<file path="src/core/pbps_params.svh">
// Timing counts and option defaults for the push button power sequencer.
`ifndef PBPS_PARAMS_SVH
`define PBPS_PARAMS_SVH
// ======================================================================
// Timing
`define PBPS_CLK_PERIOD_NS   10
`define PBPS_ON_DB_MS        32
`define PBPS_OFF_DB_MS       32
`define PBPS_BLANK_MS        512
`define PBPS_MIN_PD_MS       64
`define PBPS_EXTRA_CYCLES    16
`define PBPS_MS_TO_CYC(ms)   (((ms) * 1000000) / `PBPS_CLK_PERIOD_NS)
`define PBPS_ON_DB_CYC       `PBPS_MS_TO_CYC(`PBPS_ON_DB_MS)
`define PBPS_OFF_DB_CYC      `PBPS_MS_TO_CYC(`PBPS_OFF_DB_MS)
`define PBPS_BLANK_CYC       `PBPS_MS_TO_CYC(`PBPS_BLANK_MS)
`define PBPS_MIN_PD_CYC      `PBPS_MS_TO_CYC(`PBPS_MIN_PD_MS)
`define PBPS_EXTRA_TICK_CYC  1000000
`define PBPS_CNT_W           32
`define PBPS_EXT_W           8
`endif

</file>
<file path="src/core/pbps_pkg.sv">
// Types for the push button power sequencer.
package pbps_pkg;
  // ======================================================================
  // Sequencer states
  typedef enum logic [1:0] {
    PBPS_OFF   = 2'b00,
    PBPS_BLANK = 2'b01,
    PBPS_RUN   = 2'b10
  } pbps_state_t;

  // ======================================================================
  // Owner of a power-down sequence
  typedef enum logic [1:0] {
    PBPS_OWN_NONE = 2'b00,
    PBPS_OWN_BTN  = 2'b01,
    PBPS_OWN_UV   = 2'b10
  } pbps_owner_t;

  // ======================================================================
  // Synchronised pin levels, all low when the condition is present
  typedef struct packed {
    logic button;
    logic underVolt;
    logic powerOff;
    logic powerFail;
  } pbps_pins_t;
endpackage : pbps_pkg

</file>
<file path="src/core/pbps_sequencer.sv">
// Push button power sequencer: debounce, blanking, power-down request and forced release.
`timescale 1ns/10ps
`include "pbps_params.svh"
// ======================================================================
// Summary of operation
// - Enable only after button held low for the full turn-on debounce time.
// - Enable asserting starts a fixed blanking timer for the host.
// - Power-off still low at blanking end releases enable at once.
// - Only the button can turn power on.
// - Enable polarity is a build-time parameter.
// - While on, button or undervoltage low for debounce time asserts request.
// - First source low owns the sequence; other ignored until owner releases and any request it raised ends.
// - Owner low for minimum plus extra delay forces enable release.
// - After blanking, power-off low releases enable regardless of request.
// - Power fail output follows comparator, independent of sequencing.
// - While off and undervoltage present, the button is ignored.
// - Request lasts at least debounce length and while the owning source stays low.
// - Forced off releases request and enable together.
// - Extra delay counts cycles of a separate adjustable-period timer.
module pbps_sequencer #(
  parameter bit                       EN_ACTIVE_HIGH = 1'b1,
  parameter logic [`PBPS_CNT_W-1:0]   ON_DB_CYC      = `PBPS_CNT_W'(`PBPS_ON_DB_CYC),
  parameter logic [`PBPS_CNT_W-1:0]   OFF_DB_CYC     = `PBPS_CNT_W'(`PBPS_OFF_DB_CYC),
  parameter logic [`PBPS_CNT_W-1:0]   BLANK_CYC      = `PBPS_CNT_W'(`PBPS_BLANK_CYC),
  parameter logic [`PBPS_CNT_W-1:0]   MIN_PD_CYC     = `PBPS_CNT_W'(`PBPS_MIN_PD_CYC),
  parameter logic [`PBPS_CNT_W-1:0]   EXTRA_TICK_CYC = `PBPS_CNT_W'(`PBPS_EXTRA_TICK_CYC),
  parameter logic [`PBPS_EXT_W-1:0]   EXTRA_CYCLES   = `PBPS_EXT_W'(`PBPS_EXTRA_CYCLES)
) (
  input  wire logic ref_clk,
  input  wire logic srst,
  input  wire logic push_button_n,
  input  wire logic undervoltage_compare_in,
  input  wire logic power_off_n,
  input  wire logic power_fail_compare_in,
  output logic      powerEnable,
  output logic      powerDownReq_n,
  output logic      powerDownReqOe,
  output logic      power_fail_flag_n,
  output logic      powerFailOe
);
  pbps_pkg::pbps_pins_t  pins;
  pbps_pkg::pbps_state_t state_q, state_d;
  pbps_pkg::pbps_owner_t owner_q, owner_d;
  logic [`PBPS_CNT_W-1:0] onCnt_q, onCnt_d;
  logic [`PBPS_CNT_W-1:0] blankCnt_q, blankCnt_d;
  logic [`PBPS_CNT_W-1:0] ownCnt_q, ownCnt_d;
  logic [`PBPS_CNT_W-1:0] tick_q, tick_d;
  logic [`PBPS_EXT_W-1:0] extCnt_q, extCnt_d;
  logic                   req_q, req_d;
  logic                   enOn_q, enOn_d;
  logic                   pfLow_q, pfLow_d;
  logic                   btnLow, uvLow, ownerLow, forceOff;

  function automatic logic [`PBPS_CNT_W-1:0] satInc(input logic [`PBPS_CNT_W-1:0] v);
    satInc = (v == '1) ? v : v + `PBPS_CNT_W'(1);
  endfunction : satInc

  pbps_sync u_sync (
    .ref_clk (ref_clk),
    .srst    (srst),
    .pinsIn  ({push_button_n, undervoltage_compare_in, power_off_n, power_fail_compare_in}),
    .pinsOut (pins)
  );

  assign btnLow   = ~pins.button;
  assign uvLow    = ~pins.underVolt;
  assign ownerLow = (owner_q == pbps_pkg::PBPS_OWN_BTN) ? btnLow :
                    (owner_q == pbps_pkg::PBPS_OWN_UV) ? uvLow : 1'b0;
  assign forceOff = ownerLow && (ownCnt_q >= MIN_PD_CYC) && (extCnt_q >= EXTRA_CYCLES);

  // ======================================================================
  // Sequencer next state
  always_comb begin
    state_d    = state_q;
    owner_d    = owner_q;
    onCnt_d    = '0;
    blankCnt_d = '0;
    ownCnt_d   = '0;
    tick_d     = '0;
    extCnt_d   = '0;
    req_d      = 1'b0;
    enOn_d     = enOn_q;
    case (state_q)
      pbps_pkg::PBPS_OFF: begin
        owner_d = pbps_pkg::PBPS_OWN_NONE;
        if (btnLow && !uvLow) begin
          onCnt_d = satInc(onCnt_q);
        end
        if (btnLow && !uvLow && onCnt_q >= ON_DB_CYC - `PBPS_CNT_W'(1)) begin
          state_d = pbps_pkg::PBPS_BLANK;
          enOn_d  = 1'b1;
        end
      end
      pbps_pkg::PBPS_BLANK: begin
        blankCnt_d = satInc(blankCnt_q);
        if (pins.powerOff) begin
          state_d = pbps_pkg::PBPS_RUN;
        end else if (blankCnt_q >= BLANK_CYC - `PBPS_CNT_W'(1)) begin
          state_d = pbps_pkg::PBPS_OFF;
          enOn_d  = 1'b0;
        end
      end
      pbps_pkg::PBPS_RUN: begin
        if (owner_q == pbps_pkg::PBPS_OWN_NONE) begin
          if (btnLow) begin
            owner_d = pbps_pkg::PBPS_OWN_BTN;
          end else if (uvLow) begin
            owner_d = pbps_pkg::PBPS_OWN_UV;
          end
        end else if (ownerLow) begin
          ownCnt_d = satInc(ownCnt_q);
          if (ownCnt_q >= MIN_PD_CYC) begin
            tick_d = (tick_q >= EXTRA_TICK_CYC - `PBPS_CNT_W'(1)) ? '0 : tick_q + `PBPS_CNT_W'(1);
            extCnt_d = (tick_q >= EXTRA_TICK_CYC - `PBPS_CNT_W'(1) && extCnt_q != '1) ?
                       extCnt_q + `PBPS_EXT_W'(1) : extCnt_q;
          end
        end else if (!req_q) begin
          owner_d = pbps_pkg::PBPS_OWN_NONE;
        end else begin
          ownCnt_d = satInc(ownCnt_q);
        end
        // request minimum width and hold
        // The count keeps running after the source lets go, so a second debounce length gives the minimum width.
        req_d = req_q ? (ownerLow || ownCnt_q < (OFF_DB_CYC << 1) - `PBPS_CNT_W'(1)) :
                (ownerLow && ownCnt_q >= OFF_DB_CYC - `PBPS_CNT_W'(1));
        if (!req_d && req_q && !ownerLow) begin
          owner_d  = pbps_pkg::PBPS_OWN_NONE;
          ownCnt_d = '0;
        end
        if (!pins.powerOff || forceOff) begin
          state_d = pbps_pkg::PBPS_OFF;
          owner_d = pbps_pkg::PBPS_OWN_NONE;
          enOn_d  = 1'b0;
          req_d   = 1'b0;
        end
      end
      default: begin
        state_d = pbps_pkg::PBPS_OFF;
        enOn_d  = 1'b0;
      end
    endcase
    pfLow_d = ~pins.powerFail;
  end

  always_ff @(posedge ref_clk) begin
    if (srst) begin
      state_q    <= pbps_pkg::PBPS_OFF;
      owner_q    <= pbps_pkg::PBPS_OWN_NONE;
      onCnt_q    <= '0;
      blankCnt_q <= '0;
      ownCnt_q   <= '0;
      tick_q     <= '0;
      extCnt_q   <= '0;
      req_q      <= 1'b0;
      enOn_q     <= 1'b0;
      pfLow_q    <= 1'b0;
    end else begin
      state_q    <= state_d;
      owner_q    <= owner_d;
      onCnt_q    <= onCnt_d;
      blankCnt_q <= blankCnt_d;
      ownCnt_q   <= ownCnt_d;
      tick_q     <= tick_d;
      extCnt_q   <= extCnt_d;
      req_q      <= req_d;
      enOn_q     <= enOn_d;
      pfLow_q    <= pfLow_d;
    end
  end

  // ======================================================================
  // Outputs
  // enable polarity option
  assign powerEnable       = EN_ACTIVE_HIGH ? enOn_q : ~enOn_q;
  assign powerDownReq_n    = ~req_q;
  assign powerDownReqOe    = req_q;
  assign power_fail_flag_n = ~pfLow_q;
  assign powerFailOe       = pfLow_q;

  // ======================================================================
  // Checks
  a_on_needs_button: assert property (@(posedge ref_clk) disable iff (srst)
    $rose(enOn_q) |-> $past(btnLow) && $past(state_q) == pbps_pkg::PBPS_OFF) else $error("Enable rose without button.");
  a_lockout_holds: assert property (@(posedge ref_clk) disable iff (srst)
    (state_q == pbps_pkg::PBPS_OFF && uvLow) |=> !enOn_q) else $error("Enable rose under lockout.");
  a_blank_abort: assert property (@(posedge ref_clk) disable iff (srst)
    (state_q == pbps_pkg::PBPS_BLANK && !pins.powerOff && blankCnt_q >= BLANK_CYC - 1) |=> !enOn_q)
    else $error("Blanking end did not release enable.");
  a_blank_start: assert property (@(posedge ref_clk) disable iff (srst)
    $rose(enOn_q) |-> state_q == pbps_pkg::PBPS_BLANK && blankCnt_q == 0) else $error("Blanking did not start.");
  a_host_kill: assert property (@(posedge ref_clk) disable iff (srst)
    (state_q == pbps_pkg::PBPS_RUN && !pins.powerOff) |=> !enOn_q) else $error("Power-off low ignored.");
  a_force_both: assert property (@(posedge ref_clk) disable iff (srst)
    (state_q == pbps_pkg::PBPS_RUN && forceOff) |=> !enOn_q && !req_q) else $error("Forced off not simultaneous.");
  a_req_hold: assert property (@(posedge ref_clk) disable iff (srst)
    (req_q && ownerLow && enOn_q && pins.powerOff && !forceOff) |=> req_q) else $error("Request dropped early.");
  a_req_only_on: assert property (@(posedge ref_clk) disable iff (srst)
    $rose(req_q) |-> state_q == pbps_pkg::PBPS_RUN && $past(ownerLow)) else $error("Request without source.");
  a_pf_follow: assert property (@(posedge ref_clk) disable iff (srst)
    ##1 power_fail_flag_n == $past(pins.powerFail)) else $error("Power fail flag wrong.");
  a_reset_off: assert property (@(posedge ref_clk)
    $past(srst) |-> !enOn_q && !req_q) else $error("Not off after reset.");
endmodule : pbps_sequencer

</file>
<file path="src/core/pbps_sync.sv">
// Two-stage synchroniser for the sequencer's pin group.
`timescale 1ns/10ps
module pbps_sync (
  input  wire logic               ref_clk,
  input  wire logic               srst,
  input  wire pbps_pkg::pbps_pins_t pinsIn,
  output pbps_pkg::pbps_pins_t    pinsOut
);
  pbps_pkg::pbps_pins_t stage1_q;
  pbps_pkg::pbps_pins_t stage1_d;
  pbps_pkg::pbps_pins_t stage2_q;
  pbps_pkg::pbps_pins_t stage2_d;

  // ======================================================================
  // Synchroniser
  // Reset to the idle level so no false press is seen after reset.
  always_comb begin
    stage1_d = pinsIn;
    stage2_d = stage1_q;
  end

  always_ff @(posedge ref_clk) begin
    if (srst) begin
      stage1_q <= 4'hf;
      stage2_q <= 4'hf;
    end else begin
      stage1_q <= stage1_d;
      stage2_q <= stage2_d;
    end
  end

  assign pinsOut = stage2_q;
endmodule : pbps_sync

</file>
<file path="config.mk">
export PLATFORM = sky130hd
export DESIGN_NAME = pbps_sequencer
export DESIGN_NICKNAME = d
export VERILOG_FILES = /design/src/core/pbps_pkg.sv /design/src/core/pbps_sequencer.sv /design/src/core/pbps_sync.sv
export VERILOG_INCLUDE_DIRS = /design/src /design/src/core
export SDC_FILE = /design/constraint.sdc
export NUM_CORES = 1
export LEC_CHECK = 0
export ABC_AREA = 0
export BUFFER_PORTS_ARGS = -buffer_cell sky130_fd_sc_hd__buf_2
export CAP_MARGIN = 20
export CELL_PAD_IN_SITES_DETAIL_PLACEMENT = 1
export CELL_PAD_IN_SITES_GLOBAL_PLACEMENT = 1
export CORE_MARGIN = 5
export CORE_UTILIZATION = 44
export CTS_CLUSTER_DIAMETER = 50
export DETAILED_ROUTE_END_ITERATION = 8
export PLACE_DENSITY_LB_ADDON = 0.1
export SYNTH_ARGS = -nofsm -noshare
export SYNTH_HDL_FRONTEND = slang
export SYNTH_HIERARCHICAL = 1
export SYNTH_SLANG_ARGS = --single-unit
</file>
<file path="constraint.sdc">
create_clock -name ref_clk -period 2.2 [get_ports ref_clk]
set_input_delay 0.44 -clock ref_clk [delete_from_list [all_inputs] [get_ports ref_clk]]
set_output_delay 0.44 -clock ref_clk [all_outputs]
set_load 0.05 [all_outputs]
</file>
==> results.py, run 1 <==
metrics = {
    "clock_tree": {
        "insertion_delay_ns": 0.42,
        "clock_sink_count": 151,
        "cts-root-buf": "clkbuf_16",
        "clkSlewWorstSetupHoldPaths_ns": 0.06,
        "holdBufCountCts": 0,
        "tritoncts": "yes",
        "clockBufferDepth": 2,
        "cts_made_buffers": 17,
        "htreeDepth": 4,
    },
    "worst_setup_path": {
        "arrival_ns": 2.57,
        "cp-start-kind": "register",
        "r2r_start": "ownCnt_q[18]",
        "path_delay_family": "simple AND/OR/NAND/NOR gates",
        "path_class": "register to register",
        "startpoint": "ownCnt_q[18]",
        "crit_fanout": 32,
        "cp-end-kind": "register",
        "slowest_delay_ns": 0.44,
        "required_ns": 2.55,
        "cp_cell_sequence": "or3_4 -> or2_4 -> a211oi_4 -> nand2_2 -> o21ai_1 -> nand2_1 -> buf_12 -> nor2_1",
        "crit_buf_inv": 1,
        "slowest_stage": "a211oi_4",
    },
    "place": {
        "portBuffers": 10,
        "place_congestion": 0.825,
        "placed_area_sq_mm": 0.00749,
        "dp_hpwl_um": 11600,
        "pre_cts_slack_ns": -0.0921,
        "placed_cells": 1029,
    },
    "job": {
        "maxCapViolCount": 0,
    },
    "logic_synthesis": {
        "ys_warn_count": 6,
        "seq_area_frac_synth_pct": 44.3,
        "synth-edff-count": 0,
        "ys.flop_type": "dfxtp_1",
        "avgSynthCellArea_sq_um": 8.68,
        "syn_inst": 787,
        "ys_ff_latch": 151,
        "synthArstFlopShare_pct": 0,
        "synth_cell_types": 60,
        "netlist_area_sq_mm": 0.00683,
    },
    "pwr": {
        "pwr_density_cell_mw_per_mm2": 699,
        "p_leak_nw": 2.86,
        "ir_drop_mv": 0.566,
        "power_mw": 5.76,
    },
    "sta": {
        "slew_headroom_pct": 60.6,
        "rsz0062_at_grt": "yes",
        "min_period_ns": 2.21,
        "hold_ws_ns": 0.197,
        "setup_viol": 2,
        "fmax_mhz": 451,
        "timing.final.hold_violations": 0,
        "fin_setup_tns_ns": -0.0169,
        "worst-slew-pin-transition_ns": 0.589,
        "fin_worst_skew_ns": 0.0113,
        "fin_ws_ns": -0.0149,
        "report.final.slew_viol_count": 0,
        "fin_crit_sh_pct": 101,
    },
    "global_route": {
        "grt_pass1_vias": 6037,
        "grt_overflow": 0,
        "grt_usage_pct": 18.8,
        "grt_max_degree": 33,
        "antenna_found_initial": 0,
        "grt_pass1_wl_um": 28300,
    },
    "drt": {
        "drt_iter0_markers": 191,
        "viasPerCell": 5.44,
        "ant_nets": 0,
        "firstDrtPassIters": 4,
        "vias": 5807,
        "routed_wirelength_um": 16500,
        "drcViolationCount": 0,
        "routedWlPerCell_um": 15.4,
    },
    "hold_path": {
        "hold_class": "primary input to register",
        "min_from": "power_fail_compare_in",
    },
    "cells_and_area": {
        "final_nets": 879,
        "layout-drive-gt1-share_pct": 15.8,
        "fin_cells": 1067,
        "design_area_sq_mm": 0.00824,
        "synthToLayoutAreaGrowth_pct": 20.6,
        "fillers": 1793,
        "multi_input_area_sq_mm": 0.00380,
        "diodes": 0,
        "register_area_sq_mm": 0.00303,
        "fin_util_pct": 54.2,
    },
    "die": {
        "start_util_pct": 44.9,
        "rows": 45,
        "die_x_um": 135,
        "io_pins": 11,
        "die_y_um": 135,
        "dieArea_sq_mm": 0.0181,
        "core-area_sq_mm": 0.0152,
    },
    "outcome": {
        "violations": "setup timing",
        "status": "finished with violations",
    },
}
-- path summary, 6_finish.rpt --
kind,end,slack [ns],depth (start not counted)
setup / recovery,ownCnt_q[25],-0.01,8
hold / removal,u_sync/stage1_q[0],0.20,2
setup reg to reg,ownCnt_q[25],-0.01,8
hold reg to reg,powerFailOe,0.40,1
-- what timing repair did --
item | 4_1_cts | 5_1_grt
cloned | 0 | 0
setup buffers | 0 | 6
endpoints found under the setup margin | 8 | 78
pin swaps | 0 | 14
resized for setup | 1 | 25
-- cells by family (layout without fill, tap and decap cells) --
logic type      Yosys count  after routing  share of synthesized area [%]
simple gates            412            412                           30.9
buf+inv                  33            114                           1.98
fa+ha+maj                 7              7                           1.28
other cells               1             12                         0.0549
xor+xnor                105            105                           13.5
compound gates           76             76                           7.80
mux                       2              2                          0.293
flops                   151            151                           44.3
-- metal layers --
layer / GRT usage, % / share of wire [%]
met1: 23.7 / 46
met2: 32.2 / 50
met5: 0 / 0
met3: 4.17 / 2.6
met4: 5.94 / 1.5
-- placed cells by master, fill, tap and decap left out, types with 12 or more instances in the layout --
cell type and count:
nor3_1 15, nand2_1 54, o21ai_0 15, dfxtp_1 148, a21oi_1 20, xor2_1 58, xnor2_1 47, conb_1 12
or3_1 12, and3_1 27, nand3_1 45, buf_4 60, nor4_1 24, nand4_1 39, nor2_1 135, clkbuf_16 17
-- cell type report --
cell class              count  share of cell area, %
clock buffers              25                   6.26
clock inverters             7                   1.09
inverters                  10                  0.456
multi-input cells         614                   46.2
flip-flops and latches    151                   36.7
well taps                 188                   2.85
repair buffers             72                   6.45
-- worst register-to-register path: stages, from the launching register on --
cell and delay (ns):
dfxtp_2 0.32, or3_4 0.39, or2_4 0.25, a211oi_4 0.44, nand2_2 0.12, o21ai_1 0.18
nand2_1 0.11, buf_12 0.19, nor2_1 0.16
-- cells in the mapped netlist, drive strengths merged (3+ instances only) --
master | count | area, sq um
or2 | 14 | 87.6
and2 | 9 | 56.3
a31oi | 4 | 25.0
nor2 | 135 | 507
nand2 | 55 | 209
nand2b | 6 | 37.5
xnor2 | 47 | 412
inv | 10 | 37.5
nor4 | 27 | 196
a21o | 3 | 22.5
o211ai | 4 | 30.0
or3 | 14 | 92.6
dfxtp | 151 | 3020
a211oi | 4 | 52.6
and4 | 12 | 105
and3 | 27 | 169
o21ai | 19 | 95.1
nor3 | 17 | 90.1
xor2 | 58 | 508
ha | 7 | 87.6
a21oi | 23 | 119
clkbuf | 16 | 62.6
nor2b | 3 | 18.8
buf | 7 | 35.0
nand4 | 39 | 244
nand3 | 47 | 235
o31ai | 3 | 32.5
-- flip-flops by register name (all words and copies together), names as in the netlist --
register         flops
blankCnt_q          32
onCnt_q             32
ownCnt_q            32
tick_q              32
extCnt_q             8
u_sync/pinsOut       4
u_sync/stage1_q      4
owner_q              2
state_q              2
powerDownReqOe       1
powerEnable          1
powerFailOe          1
-- power breakdown --
group | switching [mW] | internal [mW]
registers | 0.00855 | 2.75
clock network | 1.12 | 1.85
logic | 0.0214 | 0.0121
total | 1.15 | 4.61
Note: power is estimated with default switching activity, not from simulation.
==> run 2, diff against run 1 <==
- CORE_UTILIZATION: 44 -> 52
- clock period: 2.2 -> 2.8 ns (I/O delays scaled with it)
==> run 2 against run 1 <==
The run now ends clean; design area shrank 6.1%; sequential share of layout area grew 2.3 points; global-route usage is 2.3 points higher; clock power is 15% lower; highest routed layer unchanged.
==> results.py, run 2 (synthesized netlist as in run 1, its figures left out) <==
metrics = {
    "drt": {
        "drt_iter0_markers": 269,
        "firstDrtPassIters": 4,
        "viasPerCell": 5.61,
        "routed_wirelength_um": 16000,
        "ant_nets": 0,
        "vias": 5581,
        "drcViolationCount": 0,
        "routedWlPerCell_um": 16.1,
    },
    "cells_and_area": {
        "fillers": 1484,
        "layout_commonest_cell": "dfxtp_1",
        "fin_util_pct": 60.6,
        "diodes": 0,
        "layout-drive-gt1-share_pct": 8.14,
        "multi_input_area_sq_mm": 0.00371,
        "final_cell_mix": "dfxtp_1, nor2_1, xor2_1",
        "synthToLayoutAreaGrowth_pct": 13.3,
        "final_nets": 823,
        "register_area_sq_mm": 0.00302,
    },
    "worst_setup_path": {
        "cp_cell_sequence": "nand4_1 -> a2111oi_4 -> a211oi_4 -> nor4_2 -> nand2_1 -> nor2_1",
        "slowest_stage": "dfxtp_1",
        "cp-end-kind": "register",
        "slowest_delay_ns": 0.47,
        "cp-start-kind": "register",
        "crit_fanout": 19,
        "required_ns": 3.14,
        "reg2reg_depth": 6,
        "path_class": "register to register",
        "arrival_ns": 2.75,
    },
    "clock_tree": {
        "cts_made_buffers": 17,
        "holdBufCountCts": 0,
        "clockBufferDepth": 2,
        "insertion_delay_ns": 0.42,
        "ctsResizeCount": 0,
        "clkSlewWorstSetupHoldPaths_ns": 0.06,
        "cts-root-buf": "clkbuf_16",
        "htreeDepth": 4,
        "cts_setup_buffers": 0,
        "tritoncts": "yes",
        "clock_sink_count": 151,
    },
    "global_route": {
        "grt_overflow": 0,
        "grt_usage_pct": 21.1,
        "antenna_found_initial": 0,
        "grt_pass1_wl_um": 27700,
        "grt_pass1_vias": 5934,
        "grt_max_degree": 33,
    },
    "sta": {
        "fin_ws_ns": 0.391,
        "hold_ws_ns": 0.321,
        "fin_worst_skew_ns": 0.0125,
        "worst-slew-pin-transition_ns": 0.782,
        "min_period_ns": 2.41,
        "timing.final.hold_violations": 0,
        "report.final.slew_viol_count": 0,
        "slew_headroom_pct": 47.9,
        "fmax_mhz": 415,
        "rsz0062_at_grt": "no",
        "setup_viol": 0,
        "fin_crit_sh_pct": 86.0,
        "fin_setup_tns_ns": 0,
    },
    "die": {
        "die_x_um": 125,
        "die_y_um": 125,
        "rows": 41,
        "io_pins": 11,
        "core-area_sq_mm": 0.0128,
        "start_util_pct": 53.5,
        "dieArea_sq_mm": 0.0155,
    },
    "hold_path": {
        "min_delay_path_depth": 2,
        "hold_class": "primary input to register",
    },
    "place": {
        "portBuffers": 10,
        "pre_cts_slack_ns": 0.434,
        "dp_hpwl_um": 10800,
        "place_congestion": 0.796,
    },
    "pwr": {
        "power_mw": 4.71,
        "p_leak_nw": 2.56,
        "pwr_density_cell_mw_per_mm2": 608,
        "ir_drop_mv": 0.475,
    },
    "outcome": {
        "status": "completed",
    },
    "job": {
        "maxCapViolCount": 0,
    },
}
[run 2: cell types whose count changed in the layout (fill, tap and decap cells not counted), moves of 3 or more]
cell	previous run	this run
buf_4	60	6
dfxtp_1	148	151
dfxtp_2	3	0
bufinv_16	2	5
clkbuf_8	6	2
[run 2: cell type report]
| cell class | instances | area share (%) |
|---|---|---|
| clock buffer | 20 | 5.90 |
| tap | 172 | 2.78 |
| sequential | 151 | 39.1 |
| multi-input combinational | 614 | 48.0 |
| timing repair buffer | 16 | 1.23 |
| inverter | 10 | 0.485 |
| clock inverter | 12 | 2.57 |
[run 2: path summary, 6_finish.rpt]
kind	from	end	slack [ns]
worst min register to register	u_sync/pinsOut[0]	powerFailOe	0.39
worst min-delay path	undervoltage_compare_in	u_sync/stage1_q[2]	0.32
worst max register to register	ownCnt_q[21]	tick_q[18]	0.39
worst max-delay path	ownCnt_q[21]	tick_q[18]	0.39
[run 2: critical path: cells and delay by family, from the launching register on]
family	cells	cell delay, ns
AOI/OAI and AO/OA	2	0.55
DFF	1	0.47
and+or+nand+nor	4	1.31
[run 2: metal layers]
metal | vias to the layer above | track usage [%] | wire, um
met3 | 24 | 5.15 | 357
met1 | 2711 | 24.3 | 6970
met2 | 55 | 38.1 | 8370
li1 | 2791 | - | -
met4 | 0 | 7.03 | 280
met5 | - | 0 | 0
[run 2: metrics by stage]
stage                     area [sq um]  cells
after floorplan                   6870    798
after global placement            7080    963
after detailed placement          7080    963
after CTS                         7740    995
after global routing              7740    995
final                             7740    995
[run 2: power breakdown]
group / switching (mW) / leakage (nW) / internal (mW) / total (mW)
Sequential: 0.00616 / 1.22 / 2.16 / 2.17
Combinational: 0.0165 / 1.03 / 0.00958 / 0.0261
Clock: 0.887 / 0.308 / 1.63 / 2.51
==> run 3, diff against run 2 <==
- CELL_PAD_IN_SITES_DETAIL_PLACEMENT: 1 -> default
- CELL_PAD_IN_SITES_GLOBAL_PLACEMENT: 1 -> default
- CORE_UTILIZATION: 52 -> 60
- PLACE_DENSITY: default -> 0.77
- PLACE_DENSITY_LB_ADDON: 0.1 -> default
- SLEW_MARGIN: default -> 20
==> run 3 against run 2 <==
Worst setup slack better by 0.12 ns; sequential cell count stayed put; critical endpoint is now tick_q[11]; register-to-register slack better by 0.12 ns; clock skew is 0.0017 ns lower; design area is 1.6% lower; count of clock-buffer cells in the layout is 1 lower; wire length is 14% lower; power is 6.8% lower.
==> results.py, run 3 (synthesized netlist as in run 1, its figures left out) <==
metrics = {
    "outcome": {
        "status": "completed",
    },
    "global_route": {
        "grt_overflow": 0,
        "globalRouteMet2Util_pct": 37.7,
        "grtUsageMet1_pct": 26.2,
        "grt_usage_pct": 22.0,
        "grt_max_degree": 33,
        "grt_pass1_vias": 5448,
        "gr-max-usage-layer": "met2",
        "met3_usage_pct": 5.85,
        "grt_pass1_wl_um": 24100,
        "antenna_found_initial": 0,
    },
    "hold_path": {
        "min_from": "undervoltage_compare_in",
        "hold_class": "primary input to register",
    },
    "pwr": {
        "power_mw": 4.39,
        "ir_drop_mv": 0.507,
        "p_leak_nw": 2.52,
        "pwr_density_cell_mw_per_mm2": 576,
    },
    "sta": {
        "timing.final.hold_violations": 0,
        "min_period_ns": 2.29,
        "fin_worst_skew_ns": 0.0108,
        "report.final.slew_viol_count": 0,
        "setup_viol": 0,
        "rsz0062_at_grt": "no",
        "fin_crit_sh_pct": 81.8,
        "slew_headroom_pct": 42.6,
        "fin_setup_tns_ns": 0,
        "fmax_mhz": 436,
        "worst-slew-pin-transition_ns": 0.854,
    },
    "worst_setup_path": {
        "arrival_ns": 2.58,
        "startpoint": "ownCnt_q[19]",
        "crit_fanout": 19,
        "cp-end-kind": "register",
        "required_ns": 3.09,
        "r2r_start": "ownCnt_q[19]",
        "path_class": "register to register",
        "cp-start-kind": "register",
    },
    "drt": {
        "ant_nets": 0,
        "firstDrtPassIters": 5,
        "drcViolationCount": 0,
        "vias": 5517,
        "routedWlPerCell_um": 14.2,
        "drt_iter0_markers": 392,
        "viasPerCell": 5.72,
        "routed_wirelength_um": 13700,
    },
    "clock_tree": {
        "htreeDepth": 4,
        "clockBufferDepth": 2,
        "cts_made_buffers": 17,
        "cts_setup_buffers": 0,
        "holdBufCountCts": 0,
        "insertion_delay_ns": 0.43,
        "ctsResizeCount": 0,
        "tritoncts": "yes",
        "clkSlewWorstSetupHoldPaths_ns": 0.07,
        "cts-root-buf": "clkbuf_16",
        "clock_sink_count": 151,
    },
    "place": {
        "placed_cells": 933,
        "place_congestion": 0.863,
        "dp_hpwl_um": 9270,
        "portBuffers": 10,
    },
    "die": {
        "rows": 39,
        "core-area_sq_mm": 0.0113,
        "die_y_um": 117,
        "die_x_um": 117,
        "io_pins": 11,
        "dieArea_sq_mm": 0.0136,
        "start_util_pct": 60.6,
    },
    "cells_and_area": {
        "fin_cells": 965,
        "final_nets": 822,
        "diodes": 0,
        "fillers": 910,
        "layout_commonest_cell": "dfxtp_1",
        "layout-drive-gt1-share_pct": 8.15,
        "fin_util_pct": 67.5,
        "synthToLayoutAreaGrowth_pct": 11.5,
        "final_cell_mix": "dfxtp_1, nor2_1, xor2_1",
    },
    "job": {
        "maxCapViolCount": 0,
    },
}
run 3: metrics by stage:
step                worst slack, ns  cell area (sq um)  hold slack (ns)
global route                  0.239               7610            0.310
CTS                           0.479               7610            0.298
detailed placement            0.494               7040            0.393
global placement              0.580               7040            0.391
finish                        0.509               7610            0.312
floorplan                     0.687               6870            0.368
run 3: layer usage:
metal	part of all wire (%)	vias up
li1	-	2790
met1	45	2611
met2	50	90
met3	3.3	26
met4	2.0	0
met5	0	-
run 3: layout make-up:
type	instances	area [sq um]	area share [%]
Clock inverter	13	120	1.58
Inverter	10	37.5	0.493
Tap cell	143	179	2.35
Clock buffer	19	453	5.95
Multi-Input combinational cell	614	3710	48.8
Sequential cell	151	3020	39.7
Timing Repair Buffer	15	87.6	1.15
run 3: critical path, cell delays in order, from the launching register on:
cell      delay [ns]
dfxtp_1         0.33
or3_4           0.41
or2_1           0.28
a211oi_4        0.41
nor4_2          0.12
nand2_1         0.49
nor2_1          0.11
run 3: where the power goes:
part / leakage [nW] / internal [mW] / switching [mW]
Sequential: 1.22 / 2.16 / 0.00701
Clock: 0.276 / 1.27 / 0.917
Combinational: 1.02 / 0.00956 / 0.0161
Total: 2.52 / 3.45 / 0.940
run 3: worst paths after layout:
check                                           to  slack [ns]  cells past startpoint
worst max-delay path                    tick_q[11]        0.51                      6
worst min-delay path            u_sync/stage1_q[2]        0.31                      2
worst max register to register          tick_q[11]        0.51                      6
worst min register to register   u_sync/pinsOut[3]        0.40                      1
